--- config.mk ---
export PLATFORM = sky130hd
export DESIGN_NAME = spirc_regs
export DESIGN_NICKNAME = d
export VERILOG_FILES = /design/src/shared/spirc_pkg.sv /design/src/hw/spirc_regs.sv
export VERILOG_INCLUDE_DIRS = /design/src /design/src/shared
export SDC_FILE = /design/constraint.sdc
export NUM_CORES = 1
export LEC_CHECK = 0
export BUFFER_PORTS_ARGS = -buffer_cell sky130_fd_sc_hd__clkbuf_2
export CAP_MARGIN = 30
export CORE_MARGIN = 3
export CORE_UTILIZATION = 54
export CTS_BUF_LIST = sky130_fd_sc_hd__clkbuf_8 sky130_fd_sc_hd__clkbuf_16
export DETAILED_ROUTE_END_ITERATION = 6
export PLACE_DENSITY_LB_ADDON = 0.15
export RECOVER_POWER = 50
export SYNTH_ARGS = -nofsm -noshare
export SYNTH_HDL_FRONTEND = slang
export SYNTH_SLANG_ARGS = --single-unit
--- constraint.sdc ---
create_clock -name clk -period 2.1 [get_ports clk]
set_input_delay 0.21 -clock clk [delete_from_list [all_inputs] [get_ports clk]]
set_output_delay 0.21 -clock clk [all_outputs]
set_load 0.01 [all_outputs]
--- src/shared/spirc_params.svh ---
// register offsets, field positions, reset values for the spi register map block
// assumes inclusion by the design file; the package does not include it
`ifndef SPIRC_PARAMS_SVH
`define SPIRC_PARAMS_SVH
`define SPIRC_OFS_CONTROL     8'h00
`define SPIRC_OFS_MODE        8'h04
`define SPIRC_OFS_RXDATA      8'h08
`define SPIRC_OFS_TXDATA      8'h0C
`define SPIRC_OFS_STATUS      8'h10
`define SPIRC_OFS_IRQ_EN      8'h14
`define SPIRC_OFS_IRQ_DIS     8'h18
`define SPIRC_OFS_IRQ_MASK    8'h1C
`define SPIRC_OFS_CS_BASE     8'h30
`define SPIRC_OFS_CS_STEP     8'h04
`define SPIRC_OFS_FIFO_MODE   8'h40
`define SPIRC_OFS_FIFO_LEVEL  8'h44
`define SPIRC_OFS_CMP         8'h48
`define SPIRC_OFS_WP_MODE     8'hE4
`define SPIRC_OFS_WP_STATUS   8'hE8
`define SPIRC_OFS_EVT_STATUS  8'hF0
`define SPIRC_OFS_EVT_EN      8'hF4
`define SPIRC_OFS_EVT_CLR     8'hF8
`define SPIRC_CTRL_RST_STA    9
`define SPIRC_SR_CMP_BIT      11
`define SPIRC_SR_RDRF_BIT     0
`define SPIRC_WP_EN_BIT       0
`define SPIRC_CMP_LO_MSB      15
`define SPIRC_CMP_HI_LSB      16
`define SPIRC_CMP_HI_MSB      31
`define SPIRC_EVT_CMP_BIT     0
`define SPIRC_EVT_WPV_BIT     1
`define SPIRC_RESET_WORD      32'h0000_0000
`endif

--- src/shared/spirc_pkg.sv ---
// types for the spi register map and receive compare block
// assumes spirc_params.svh sits beside it
package spirc_pkg;
  typedef logic [31:0] spirc_word_type;
  typedef logic [7:0]  spirc_addr_type;
endpackage : spirc_pkg

--- src/hw/spirc_regs.sv ---
// spi controller register map with received-character range comparator
// assumes a one-cycle strobe register port and a received-character pulse from the shifter
`timescale 1ns/1ps
`default_nettype none
`include "spirc_params.svh"

// How it works
// - writes to compare bounds are dropped while write protection is enabled
// - match flag sets when lower bound <= received character <= upper bound, unsigned
// - wakeup request raised on a match when partial wakeup is enabled
// - compare register holds lower bound in 15:0, upper bound in 31:16
// - one chip-select config register per select, at 0x30 plus n times 4
module spirc_regs
  import spirc_pkg::*;
#(
  parameter int NUM_CS = 4
)
(
  input  wire logic        clk,
  input  wire logic        rst,
  input  wire logic [7:0]  addr,
  input  wire logic [31:0] wdata,
  input  wire logic        wr,
  input  wire logic        rd,
  output var  logic [31:0] rdata,
  input  wire logic        rx_valid,
  input  wire logic [15:0] rx_char,
  input  wire logic        partial_wakeup_enable,
  output var  logic        wakeup_req,
  output var  logic        irq,
  output var  logic        evt_irq,
  output var  logic        reset_status_pulse
);

  spirc_word_type mode_r;
  spirc_word_type fifo_mode_r;
  spirc_word_type cmp_r;
  spirc_word_type wp_mode_r;
  spirc_word_type irq_mask_r;
  spirc_word_type cs_r [NUM_CS];
  logic [15:0]    rx_data_r;
  logic           rdrf_r;
  logic           compare_match_flag_r;
  logic           wpv_r;
  logic [1:0]     evt_status_r;
  logic [1:0]     evt_en_r;
  logic           hit;
  logic           rst_sta;
  logic           write_protect_enable;
  spirc_word_type status_flags;
  spirc_word_type rdata_nxt;

  assign write_protect_enable = wp_mode_r[`SPIRC_WP_EN_BIT];
  assign rst_sta = wr && addr == `SPIRC_OFS_CONTROL && wdata[`SPIRC_CTRL_RST_STA];
  // inclusive unsigned range
  assign hit = rx_valid
    && rx_char >= cmp_r[`SPIRC_CMP_LO_MSB:0]
    && rx_char <= cmp_r[`SPIRC_CMP_HI_MSB:`SPIRC_CMP_HI_LSB];

  always_comb
  begin
    status_flags = `SPIRC_RESET_WORD;
    status_flags[`SPIRC_SR_RDRF_BIT] = rdrf_r;
    status_flags[`SPIRC_SR_CMP_BIT] = compare_match_flag_r;
  end

  always_ff @(posedge clk)
  begin
    if (rst)
    begin
      mode_r      <= `SPIRC_RESET_WORD;
      fifo_mode_r <= `SPIRC_RESET_WORD;
      wp_mode_r   <= `SPIRC_RESET_WORD;
    end
    else if (wr)
    begin
      if (addr == `SPIRC_OFS_MODE)
        mode_r <= wdata;
      if (addr == `SPIRC_OFS_FIFO_MODE)
        fifo_mode_r <= wdata;
      if (addr == `SPIRC_OFS_WP_MODE)
        wp_mode_r <= wdata;
    end
  end

  always_ff @(posedge clk)
  begin
    if (rst)
      cmp_r <= `SPIRC_RESET_WORD;
    else if (wr && addr == `SPIRC_OFS_CMP && !write_protect_enable)
      cmp_r <= wdata;
  end

  // violation flag, read-clears; set wins
  always_ff @(posedge clk)
  begin
    if (rst)
      wpv_r <= 1'b0;
    else if (wr && addr == `SPIRC_OFS_CMP && write_protect_enable)
      wpv_r <= 1'b1;
    else if (rd && addr == `SPIRC_OFS_WP_STATUS)
      wpv_r <= 1'b0;
  end

  genvar gi;
  generate
    for (gi = 0; gi < NUM_CS; gi++)
    begin : g_cs
      always_ff @(posedge clk)
      begin
        if (rst)
          cs_r[gi] <= `SPIRC_RESET_WORD;
        else if (wr && addr == 8'(`SPIRC_OFS_CS_BASE + gi * `SPIRC_OFS_CS_STEP))
          cs_r[gi] <= wdata;
      end
    end
  endgenerate

  always_ff @(posedge clk)
  begin
    if (rst)
      irq_mask_r <= `SPIRC_RESET_WORD;
    else if (wr && addr == `SPIRC_OFS_IRQ_EN)
      irq_mask_r <= irq_mask_r | wdata;
    else if (wr && addr == `SPIRC_OFS_IRQ_DIS)
      irq_mask_r <= irq_mask_r & ~wdata;
  end

  // received data; read of data clears ready, new char wins
  always_ff @(posedge clk)
  begin
    if (rst)
    begin
      rx_data_r <= '0;
      rdrf_r    <= 1'b0;
    end
    else if (rx_valid)
    begin
      rx_data_r <= rx_char;
      rdrf_r    <= 1'b1;
    end
    else if (rd && addr == `SPIRC_OFS_RXDATA)
      rdrf_r <= 1'b0;
  end

  always_ff @(posedge clk)
  begin
    if (rst)
      compare_match_flag_r <= 1'b0;
    else if (hit)
      compare_match_flag_r <= 1'b1;
    else if (rst_sta)
      compare_match_flag_r <= 1'b0;
  end

  always_ff @(posedge clk)
  begin
    if (rst)
      wakeup_req <= 1'b0;
    else
      wakeup_req <= hit && partial_wakeup_enable;
  end

  always_ff @(posedge clk)
  begin
    if (rst)
      reset_status_pulse <= 1'b0;
    else
      reset_status_pulse <= rst_sta;
  end

  // sticky events, write-one-to-clear, set wins
  always_ff @(posedge clk)
  begin
    if (rst)
    begin
      evt_status_r <= 2'b00;
      evt_en_r     <= 2'b00;
    end
    else
    begin
      if (wr && addr == `SPIRC_OFS_EVT_EN)
        evt_en_r <= wdata[1:0];
      evt_status_r[`SPIRC_EVT_CMP_BIT] <= hit
        || (evt_status_r[`SPIRC_EVT_CMP_BIT]
            && !(wr && addr == `SPIRC_OFS_EVT_CLR && wdata[`SPIRC_EVT_CMP_BIT]));
      evt_status_r[`SPIRC_EVT_WPV_BIT] <= (wr && addr == `SPIRC_OFS_CMP && write_protect_enable)
        || (evt_status_r[`SPIRC_EVT_WPV_BIT]
            && !(wr && addr == `SPIRC_OFS_EVT_CLR && wdata[`SPIRC_EVT_WPV_BIT]));
    end
  end

  always_ff @(posedge clk)
  begin
    if (rst)
    begin
      irq     <= 1'b0;
      evt_irq <= 1'b0;
    end
    else
    begin
      irq     <= |(status_flags & irq_mask_r);
      evt_irq <= |(evt_status_r & evt_en_r);
    end
  end

  always_comb
  begin
    rdata_nxt = `SPIRC_RESET_WORD;
    case (addr)
      `SPIRC_OFS_MODE:       rdata_nxt = mode_r;
      `SPIRC_OFS_RXDATA:     rdata_nxt = {16'h0000, rx_data_r};
      `SPIRC_OFS_STATUS:     rdata_nxt = status_flags;
      `SPIRC_OFS_IRQ_MASK:   rdata_nxt = irq_mask_r;
      `SPIRC_OFS_FIFO_MODE:  rdata_nxt = fifo_mode_r;
      `SPIRC_OFS_CMP:        rdata_nxt = cmp_r;
      `SPIRC_OFS_WP_MODE:    rdata_nxt = wp_mode_r;
      `SPIRC_OFS_WP_STATUS:  rdata_nxt = {31'h0000_0000, wpv_r};
      `SPIRC_OFS_EVT_STATUS: rdata_nxt = {30'h0000_0000, evt_status_r};
      `SPIRC_OFS_EVT_EN:     rdata_nxt = {30'h0000_0000, evt_en_r};
      default:               rdata_nxt = `SPIRC_RESET_WORD;
    endcase
    for (int i = 0; i < NUM_CS; i++)
      if (addr == 8'(`SPIRC_OFS_CS_BASE + i * `SPIRC_OFS_CS_STEP))
        rdata_nxt = cs_r[i];
  end

  always_ff @(posedge clk)
  begin
    if (rst)
      rdata <= `SPIRC_RESET_WORD;
    else if (rd)
      rdata <= rdata_nxt;
    else
      rdata <= `SPIRC_RESET_WORD;
  end

endmodule : spirc_regs
`default_nettype wire

# ---- Yosys cells after proc, flatten, opt, wreduce, memory -nomap -nowiden
# Memory sizes are Yosys's and may differ from the RTL's.
# Cells that the tools add are included.
dict set report classes {
  n_bitwise 10
  n_mux 31
  n_eq_ne 17
  n_lt_le_gt_ge 2
  reduce_logical 38
}
# cell n
set ops {}
lappend ops {{32-bit 2-to-1 mux} 10}
lappend ops {{32-bit case mux with 10 select lines} 1}
lappend ops {{8-bit == test (second input constant)} 5}
lappend ops {{12-bit by 32-bit bitwise AND with 32-bit output} 1}
lappend ops {{32-bit bitwise AND} 1}
lappend ops {{8-bit by 5-bit == test with 1-bit output (second input constant)} 4}
lappend ops {{8-bit by 6-bit == test with 1-bit output (second input constant)} 4}
lappend ops {{32-bit NOT} 1}
lappend ops {{32-bit OR} 1}
lappend ops {{32-bit OR reduction} 1}
lappend ops {{1-bit logical AND} 22}
lappend ops {{1-bit 2-to-1 mux} 20}
lappend ops {{8-bit by 7-bit == test with 1-bit output (second input constant)} 2}
lappend ops {{16-bit >= comparator} 1}
lappend ops {{16-bit <= comparator} 1}
lappend ops {{8-bit by 3-bit == test with 1-bit output (second input constant)} 1}
lappend ops {{8-bit by 4-bit == test with 1-bit output (second input constant)} 1}
lappend ops {{8-bit logical NOT} 1}
lappend ops {{2-bit nonzero test} 4}
lappend ops {{2-bit AND reduction} 3}
lappend ops {{1-bit OR} 4}
lappend ops {{2-bit OR reduction} 2}
lappend ops {{1-bit logical NOT} 3}
lappend ops {{2-bit bitwise AND} 1}
lappend ops {{2 further kinds} 3}
dict set report word_totals {
  output_inout_bits 36
  ram_bits 128
  input_bits 62
  wordCells 115
  n_memories 1
  ff_bits 219
}
# name words width read_ports rd_ports_with_merged_regs wr line
set mem_list {}
lappend mem_list {cs_r 4 32 4 0 4 spirc_regs.sv:40} ;# spirc_word_type cs_r [NUM_CS];

# ---- Logic depth before layout (Yosys ltp)
# Gate-level depths: netlist of run 1.
dict set report depth {
  ltp_word 6
  depth_mapped 9
  mapped_depth_nobuf 7
}

# ---- Least setup slack after synthesis of run 1
# No wires, ideal clock.
dict set report synth_timing {
  path_type {input-to-reg}
  startpoint {input addr[7]}
  endpoint {memory cs_r[3][0] in the netlist's numbering (enable)}
  arrival_time_ns 1.872
  path_buffers 4
  setup_ns 0.388
  required_ns 1.712
  path_stages 7
  path_slack_ns -0.160
  path_cell_list {buf_2 nand4bb_1 clkbuf_1 nor2_1 buf_4 buf_4 a21o_1}
}
# item line
set synth_rtl {}
lappend synth_rtl {{start: declaration} spirc_regs.sv:21} ;# input wire logic [7:0] addr,
lappend synth_rtl {{end: declaration} spirc_regs.sv:40}

==> qor.csv, run 1 <==
metric,value,unit
Layout area overhead,15.4,%
n_diodes,0,
fin crit share,96.0,%
post-detail-place hpwl,35.4,mm
Worst-Margin Slew,986,ps
# IOs,98,
Setup-failing EPs final,0,
"Largest delay share family, worst path",buffers and inverters,
Setup crit end kind,register,
CTS Buffer Depth,3,
FMAX,496,MHz
final slew viol count,0,
worst hold margin,7.66,ps
Chip Height,178,µm
Iteration-0 DRC Markers,1503,
initial antenna violation count,0,
top-area cell type share of the netlist area,27.4,%
Yosys warning count,0,
final total power,0.0147,W
CTS tree,built,
Critical Path Start Type,input port,
H-tree depth,2,
Required @ worst endpoint,2250,ps
Placer Congestion,0.953,
Pwr per Cell Area,799,mW/mm²
sequential-to-total area share from yosys stat,51.4,%
worst vdd ir,668,µV
kind of critical path,input port to register,
Main synth FF type,dfxtp_1,
clock sinks,347,
Worst EP arrival,2170,ps
Clock Pin Slew Worst Setup and Hold Paths,60,ps
CTS Buf Count,39,
outcome,"complete, no violations",
setup ws final,84.1,ps
# rows,62,
Synthesized Nets,1774,
Synth Register Bits,347,
Post-synth EDFFs,128,
Sum Neg Setup Slack,0,ps
number of global-route vias before repair,13400,
Max Cap Violations,0,
Initial Util,55.3,%
All-Layer GR Usage,33.3,%
layout cells sized above 1,14.9,%
crit path cell chain,"clkbuf_2, nor4bb_1, buf_4, clkbuf_1, a31o_2, clkbuf_2",
DR WL/cell,24.3,µm
first-pass GRT wire length,79.6,mm
fin crit period,2020,ps
"wirelength, routed",53.0,mm
CP peak stage delay,500,ps
Post-CTS Setup Bufs,0,
pin count of the biggest net entering global routing,47,
crit path buf inv count,4,
CP max stage cell,clkbuf_2,
worst min-delay path category,input port to register,
CP dominant cell by count,clkbuf_2,
cell count after synthesis,1680,
asr flop ratio synth,0,%
Worst Skew,18.4,ps
CP max FO,17,
CTS root buf,clkbuf_16,
Cell variety after synth,69,
Remaining DRCs,0,
chip width,178,µm
leakage power,6.44,nW
final hold vios,0,
Die Area,0.0317,mm²
Slew headroom,34.2,%
via count,13600,
Mapped Area,0.0160,mm²
syn_area_per_cell,9.52,µm²
vias per inst,6.24,
Setup WS pre-CTS,-228,ps
Synth area leader,dfxtp_1,
final net count,1865,
Skew-Pair Late Insertion Delay,530,ps
Detail Route Antenna Nets,0,
GRT overflow,0,
dominant cells by area after synthesis,"dfxtp_1, edfxtp_1, nand2_1",
core region area,0.0289,mm²
PortBufs,97,
DRT Pass-1 Iters,5,
-- report_power, final --
| part | leakage, nW | internal (W) | switching, W |
|---|---|---|---|
| Sequential | 2.98 | 0.00712 | 0.0000641 |
| Clock | 0.657 | 0.00402 | 0.00267 |
| Combinational | 2.80 | 0.000262 | 0.000601 |
| Total | 6.44 | 0.0114 | 0.00334 |
-- cell usage in the layout (no fill, tap or decap), types with 11 or more instances in the layout --
master / synthesis / layout
a22oi_1: 56 / 56
clkbuf_1: 106 / 44
o22a_1: 18 / 18
buf_12: 0 / 12
ha_1: 32 / 32
clkbuf_2: 1 / 71
edfxtp_1: 128 / 128
buf_4: 24 / 84
a221oi_2: 14 / 14
inv_1: 38 / 47
nor2_1: 62 / 63
a21oi_1: 170 / 170
and2_0: 1 / 11
a221oi_1: 20 / 20
dfxtp_1: 219 / 219
and2_1: 132 / 122
o21ai_0: 43 / 42
nand3_1: 25 / 25
a221o_1: 30 / 30
mux2i_1: 30 / 30
nand2_1: 328 / 328
clkbuf_16: 0 / 43
a22o_1: 23 / 23
-- synth_stat cells, types with 3 or more instances --
library cell and n:
buf_2 29, a22o_1 23, a22oi_1 56, and2_1 132
a21o_1 4, inv_1 38, o31ai_1 7, mux2i_1 30
nor3b_1 3, nand3b_1 5, a21oi_1 170, o22a_1 18
a31o_2 6, nand4_1 7, ha_1 32, nor3_1 5
o22ai_1 8, buf_4 24, buf_6 6, a32o_1 5
a221oi_2 14, a221oi_1 20, o211a_1 3, a221o_1 30
edfxtp_1 128, nand2_1 328, a211oi_1 6, a2111oi_0 3
mux2_2 4, dfxtp_1 219, nand3_1 25, nand2b_1 4
clkbuf_1 106, o21ai_0 43, o21a_1 9, nor2b_1 8
nor2_2 4, and3_1 9, nor2_1 62, a32oi_1 8
-- cells by family after synthesis --
family,after synthesis,synth area share (%)
simple gates,614,18.5
flops,347,51.4
compound gates,446,19.5
buf+inv,207,5.94
mux,34,2.16
fa+ha+maj,32,2.50
-- through the flow --
stage / utilization (%) / instance area [µm²] / cells
after floorplan: - / 16000 / 1680
after global placement: 60.0 / 17400 / 2110
after detailed placement: 60.0 / 17400 / 2110
after CTS: 64.5 / 18700 / 2181
after global routing: 63.8 / 18500 / 2181
final: 63.8 / 18500 / 2181
-- area by class of cell --
type	instances	area (µm²)
Fill cell	2459	10500
Sequential cell	347	8230
Multi-Input combinational cell	1126	6880
Timing Repair Buffer	218	1450
Clock buffer	50	1170
Tap cell	384	480
Inverter	39	146
Clock inverter	17	96.3
-- per-layer routing --
layer	vias to the layer above	share of wire (%)	GRT usage, %
li1	6141	-	-
met1	6551	41	46.5
met2	780	45	52.1
met3	145	11	6.56
met4	0	3.6	11.6
met5	-	0	0
-- repair_timing --
item	4_1_cts	5_1_grt
endpoints found under the setup margin	0	3
hold buffers	4	0
hold endpoints to repair	4	0
gates resized for setup	0	8
-- final timing paths --
path,startpoint,to,slack [ps],cells past startpoint
max,addr[5],cs_r[0][21],80,6
min,rx_char[10],rx_data_r[10],8,3
max reg2reg,cmp_r[13],wakeup_req,110,7
min reg2reg,mode_r[2],mode_r[2],450,2
-- tightest hold or removal path: stages --
cell and delay [ps]:
clkbuf_2 120, mux2i_1 70, nor2_1 80
-- sequential cells by signal, indices dropped and copies added, names as in the netlist, named ones only --
name                  cells
cs_r                    128
cmp_r                    32
fifo_mode_r              32
mode_r                   32
rdata                    32
wp_mode_r                32
rx_data_r                16
evt_en_r                  2
evt_status_r              2
compare_match_flag_r      1
evt_irq                   1
irq                       1
rdrf_r                    1
reset_status_pulse        1
wakeup_req                1
wpv_r                     1
No activity file was read; power rests on OpenSTA's default activity.
==> inputs of run 2 (changes only) <==
- PLACE_DENSITY: default -> 0.72
- PLACE_DENSITY_LB_ADDON: 0.15 -> default
- SETUP_SLACK_MARGIN: default -> 0.05
==> run 2 against run 1 <==
First-iteration DRC count is 0.53% lower. Sequential share of layout area is 0.075 points lower. Final area is 0.23% higher. Die area stayed put. Largest power group unchanged. Power is 4.9% lower. Global-route usage is 0.36 points lower. Largest cell class unchanged. Via count is 1.8% higher. Wire length is 0.96% lower. Utilization is 0.15 points higher. Critical endpoint is now cs_r[1][13].
==> qor.csv, run 2 (same netlist as run 1, synthesis figures left out) <==
metric,value,unit,change
Int Power,0.0107,W,-6.1%
max reg flops,128,,unchanged
worst min-delay path category,input port to register,,
Slew headroom,33.3,%,-0.97 points
part of the power in combinational logic,6.2,%,+0.3 points
final hold vios,0,,unchanged
Sw Ratio,23.6,%,+1.0 points
Detail Route Antenna Nets,0,,unchanged
chip width,178,µm,unchanged
H-tree depth,2,,unchanged
number of global-route vias before repair,13400,,-0.15%
final total power,0.0140,W,-4.9%
initial antenna violation count,1,,+1
worst hold margin,8.56,ps,+0.895 ps
Worst Skew,17.1,ps,-1.33 ps
Setup-failing EPs final,0,,unchanged
CP max FO,24,,+7
layout cells sized above 1,14.8,%,-0.11 points
Iteration-0 DRC Markers,1495,,-0.53%
Remaining DRCs,0,,unchanged
worst vdd ir,765,µV,+15%
pin count of the biggest net entering global routing,52,,+11%
Setup crit end kind,register,,
"commonest non-fill, non-tap cells in the layout","nand2_1, dfxtp_1, a21oi_1, edfxtp_1, and2_1",,
Worst-Margin Slew,1000,ps,+14.6 ps
Layout area overhead,15.6,%,
Chip Height,178,µm,unchanged
outcome,"complete, no violations",,
"Core Util, Final",63.9,%,+0.15 points
clock sinks,347,,unchanged
# rows,62,,unchanged
DRT Pass-1 Iters,6,,+1
final slew viol count,0,,unchanged
post-detail-place hpwl,35.2,mm,-0.62%
core region area,0.0289,mm²,unchanged
# fillers,2389,,-2.8%
Top reg by flops,cs_r,,
CTS Buf Count,37,,-5.1%
Storage cell area,0.00823,mm²,about the same
GRT overflow,0,,unchanged
DR WL/cell,23.9,µm,-1.6%
"wirelength, routed",52.4,mm,-0.96%
Skew-Pair Late Insertion Delay,520,ps,about the same
Clock power frac,42.5,%,-2.9 points
CTS root buf,clkbuf_16,,
multi-input logic area,0.00689,mm²,+0.11%
vias per inst,6.32,,+1.2%
Clock Pin Slew Worst Setup and Hold Paths,60,ps,about the same
Worst EP arrival,2200,ps,+30 ps
Flop pwr share,51.3,%,+2.6 points
fin crit period,2030,ps,+18.0 ps
Sum Neg Setup Slack,0,ps,unchanged
Net Switching,0.00332,W,-0.64%
RSZ-0062 raised after global routing,no,,
Required @ worst endpoint,2260,ps,about the same
PortBufs,97,,unchanged
FMAX,492,MHz,-0.88%
first-pass GRT wire length,79.4,mm,-0.16%
placed cell count,2116,,+0.28%
"most common cell after layout, fill and taps aside",nand2_1,,
Pwr per Cell Area,758,mW/mm²,-5.1%
Die Area,0.0317,mm²,unchanged
final net count,1878,,+0.70%
CTS Buffer Depth,3,,unchanged
fin crit share,96.9,%,+0.86 points
kind of critical path,input port to register,,
Final Non-Filler Cells,2195,,+0.64%
leakage power,6.41,nW,-0.38%
Max Cap Violations,0,,unchanged
All-Layer GR Usage,33.0,%,-0.36 points
Initial Util,55.3,%,unchanged
Placer Congestion,0.958,,+0.54%
CTS tree,built,,
Critical Path Start Type,input port,,
via count,13900,,+1.8%
# IOs,98,,unchanged
run 2: cell types whose count changed in the layout (fill, tap and decap cells not counted), sizes merged:
| cell | previous run | this run |
|---|---|---|
| buf | 98 | 103 |
| bufinv | 1 | 0 |
| clkbuf | 166 | 158 |
| clkinv | 7 | 14 |
| clkinvlp | 1 | 3 |
| diode | 0 | 1 |
| dlygate4sd3 | 4 | 12 |
run 2: path summary, 6_finish.rpt:
path,to,cells past startpoint,from,slack (ps)
max reg2reg,evt_status_r[0],8,cmp_r[13],170
min reg2reg,fifo_mode_r[27],2,fifo_mode_r[27],460
max,cs_r[1][13],7,addr[6],70
min,rx_data_r[12],3,rx_char[12],9
run 2: area by class of cell:
| class | count | area share, % |
|---|---|---|
| flip-flops and latches | 347 | 44.5 |
| repair buffers | 233 | 9.00 |
| clock inverters | 25 | 0.616 |
| multi-input cells | 1126 | 37.2 |
| inverters | 39 | 0.792 |
| clock buffers | 40 | 5.23 |
| well taps | 384 | 2.60 |
| diodes | 1 | 0.0135 |
run 2: power by group through the flow:
stage / sequential [W] / clock, W / combinational (W)
after floorplan: 0.00730 / 0 / 0.000474
after global placement: 0.00732 / 0 / 0.000840
after detailed placement: 0.00733 / 0 / 0.000853
after CTS: 0.00718 / 0.00600 / 0.000877
after global routing: 0.00719 / 0.00629 / 0.000929
final: 0.00719 / 0.00596 / 0.000875
run 2: what timing repair did:
item	4_1_cts	5_1_grt
pin swaps	0	2
endpoints found under the hold margin	12	0
hold buffers	12	0
buffers inserted	0	1
setup endpoints to repair	3	3
resized for setup	4	10
run 2: through the flow:
stage	setup slack (ps)	instance area (µm²)
floorplan	-87.7	16000
global placement	-23.5	17500
detailed placement	-73.4	17500
CTS	73.3	18700
global route	41.4	18500
finish	66.1	18500
run 2: metal layers:
layer,up-vias,part of all wire [%],global-route usage (%)
li1,6162,-,-
met5,-,0.032,0
met1,6626,38,44.1
met2,896,46,52.1
met3,182,12,7.41
met4,2,4.4,13.3
run 2: critical path, cell delays in order:
cell	delay (ps)
clkbuf_1	110
buf_4	190
nor4bb_1	290
clkbuf_1	480
buf_12	270
a31o_2	210
clkbuf_4	410
==> inputs of run 3 (changes only) <==
- CELL_PAD_IN_SITES_DETAIL_PLACEMENT: default -> 1
- CELL_PAD_IN_SITES_GLOBAL_PLACEMENT: default -> 2
- CORE_UTILIZATION: 54 -> 35
==> run 3 against run 2 <==
Register-to-register slack worse by 40 ps. First-iteration DRC count down 37%. Global-route usage down 7.6 points. Clock skew up 0.99 ps. Sequential cell count unchanged. Critical path type unchanged. Largest power group unchanged.
==> qor.csv, run 3 (same netlist as run 1, synthesis figures left out) <==
metric,value,unit,change
Sum Neg Setup Slack,0,ps,unchanged
chip width,220,µm,+23%
outcome,"complete, no violations",,
Critical Path Start Type,input port,,
clock sinks,347,,unchanged
Slew headroom,14.4,%,-19 points
worst vdd ir,526,µV,-31%
CTS root buf,clkbuf_16,,
leakage power,6.57,nW,+2.5%
H-tree depth,2,,unchanged
HP Start,rx_char[3],,
Iteration-0 DRC Markers,947,,-37%
Chip Height,220,µm,+23%
Worst R2R Start,cmp_r[13],,
worst min-delay path category,input port to register,,
final hold vios,0,,unchanged
CP max stage cell,nor4bb_2,,
max reg flops,128,,unchanged
DR WL/cell,25.5,µm,+6.9%
Placer Congestion,0.873,,-8.9%
Pwr per Cell Area,791,mW/mm²,+4.4%
core region area,0.0447,mm²,+54%
kind of critical path,input port to register,,
crit path buf inv count,3,,-2
CTS tree,built,,
first-pass GRT wire length,91.0,mm,+15%
layout cells sized above 1,15.6,%,+0.80 points
# IOs,98,,unchanged
Remaining DRCs,0,,unchanged
CP max FO,20,,-17%
Initial Util,35.8,%,-19 points
worst hold margin,17.7,ps,+9.10 ps
Max Cap Violations,0,,unchanged
GRT overflow,0,,unchanged
All-Layer GR Usage,25.4,%,-7.6 points
number of global-route vias before repair,14100,,+5.3%
flop-to-flop setup slack,130,ps,-40 ps
pin count of the biggest net entering global routing,63,,+21%
crit path from,addr[5],,
CP peak stage delay,660,ps,+180 ps
Setup crit end kind,register,,
Die Area,0.0483,mm²,+52%
Skew-Pair Late Insertion Delay,570,ps,+50 ps
CTS Buffer Depth,3,,unchanged
Required @ worst endpoint,2350,ps,+90 ps
"Largest delay share family, worst path",buffers and inverters,,
Top reg by flops,cs_r,,
"commonest non-fill, non-tap cells in the layout","nand2_1, dfxtp_1, a21oi_1, edfxtp_1, and2_1",,
DRT Pass-1 Iters,5,,-1
final total power,0.0150,W,+6.9%
crit path cell chain,"clkbuf_2, nor4bb_2, clkbuf_2, a31o_1, buf_12",,
initial antenna violation count,0,,-1
Storage cell area,0.00823,mm²,about the same
vias per inst,5.63,,-11%
"most common cell after layout, fill and taps aside",nand2_1,,
Worst Skew,18.0,ps,+0.986 ps
FMAX,490,MHz,-0.28%
CTS Buf Count,41,,+11%
# rows,77,,+24%
"wirelength, routed",61.6,mm,+18%
Post-CTS Setup Bufs,0,,unchanged
PortBufs,97,,unchanged
CP dominant cell by count,clkbuf_2,,
Setup-failing EPs final,0,,unchanged
Layout area overhead,18.5,%,
fin crit period,2040,ps,+5.67 ps
Worst EP arrival,2290,ps,+90 ps
final slew viol count,0,,unchanged
post-detail-place hpwl,42.2,mm,+20%
Worst-Margin Slew,1280,ps,+283 ps
Detail Route Antenna Nets,0,,unchanged
multi-input logic area,0.00687,mm²,-0.29%
Clock Pin Slew Worst Setup and Hold Paths,60,ps,about the same
RSZ-0062 raised after global routing,yes,,
final net count,1881,,+0.16%
fin crit share,97.1,%,+0.27 points
# fillers,5082,,+110%
via count,13600,,-2.1%
run 3: cell count changes in the layout (fill, tap and decap cells not counted), moves of 3 or more:
cell           delta
clkbuf_1         -10
inv_1             +7
dlygate4sd3_1     -3
and2_0            -3
buf_6             +3
and2_1            +3
clkinv_1          -3
clkbuf_16         +6
clkbuf_2          +8
run 3: metrics by stage:
stage / setup WS (ps) / util [%] / area, µm² / instances
floorplan: -87.7 / - / 16000 / 1680
global placement: -255 / 39.7 / 17700 / 2326
detailed placement: -250 / 39.7 / 17700 / 2326
global route: 21.5 / 42.4 / 19000 / 2412
finish: 60.5 / 42.4 / 19000 / 2413
CTS: 50.6 / 42.8 / 19100 / 2411
run 3: worst reg2reg max path, delay by kind of cell (launching register included):
| kind | cells | cell delay (ps) |
|---|---|---|
| AO/OA/AOI/OAI | 3 | 550 |
| AND/OR/NAND/NOR | 2 | 420 |
| flip-flops | 1 | 360 |
| adder cells (fa/ha/maj) | 1 | 300 |
| buffers and inverters | 2 | 240 |
run 3: layout make-up:
class	instances	area share, %
clock buffer	48	6.04
clock inverter	28	0.779
timing repair buffer	232	8.83
sequential	347	43.4
antenna	1	0.0132
multi-input combinational	1126	36.2
tap	592	3.91
inverter	39	0.772
run 3: routing by layer:
layer	GRT usage, %	vias up	part of all wire (%)
li1	-	6178	-
met5	0	-	0
met1	33.2	6938	44
met4	9.04	0	3.4
met2	43.3	373	48
met3	3.13	90	4.5
run 3: power by group:
part           internal [W]  switching [W]
clock               0.00399        0.00289
sequential          0.00712      0.0000641
combinational      0.000294       0.000640
run 3: worst paths after layout:
path,to,depth (start not counted)
worst max-delay path,cs_r[1][23],5
worst min-delay path,rx_data_r[3],3
worst max register to register,compare_match_flag_r,8
worst min register to register,fifo_mode_r[8],2
run 3: repair_timing:
item / 4_1_cts / 5_1_grt
hold endpoints to repair: 11 / 0
setup endpoints to repair: 3 / 3
gates resized for setup: 3 / 9
pin swaps: 1 / 1
hold buffers: 9 / 0
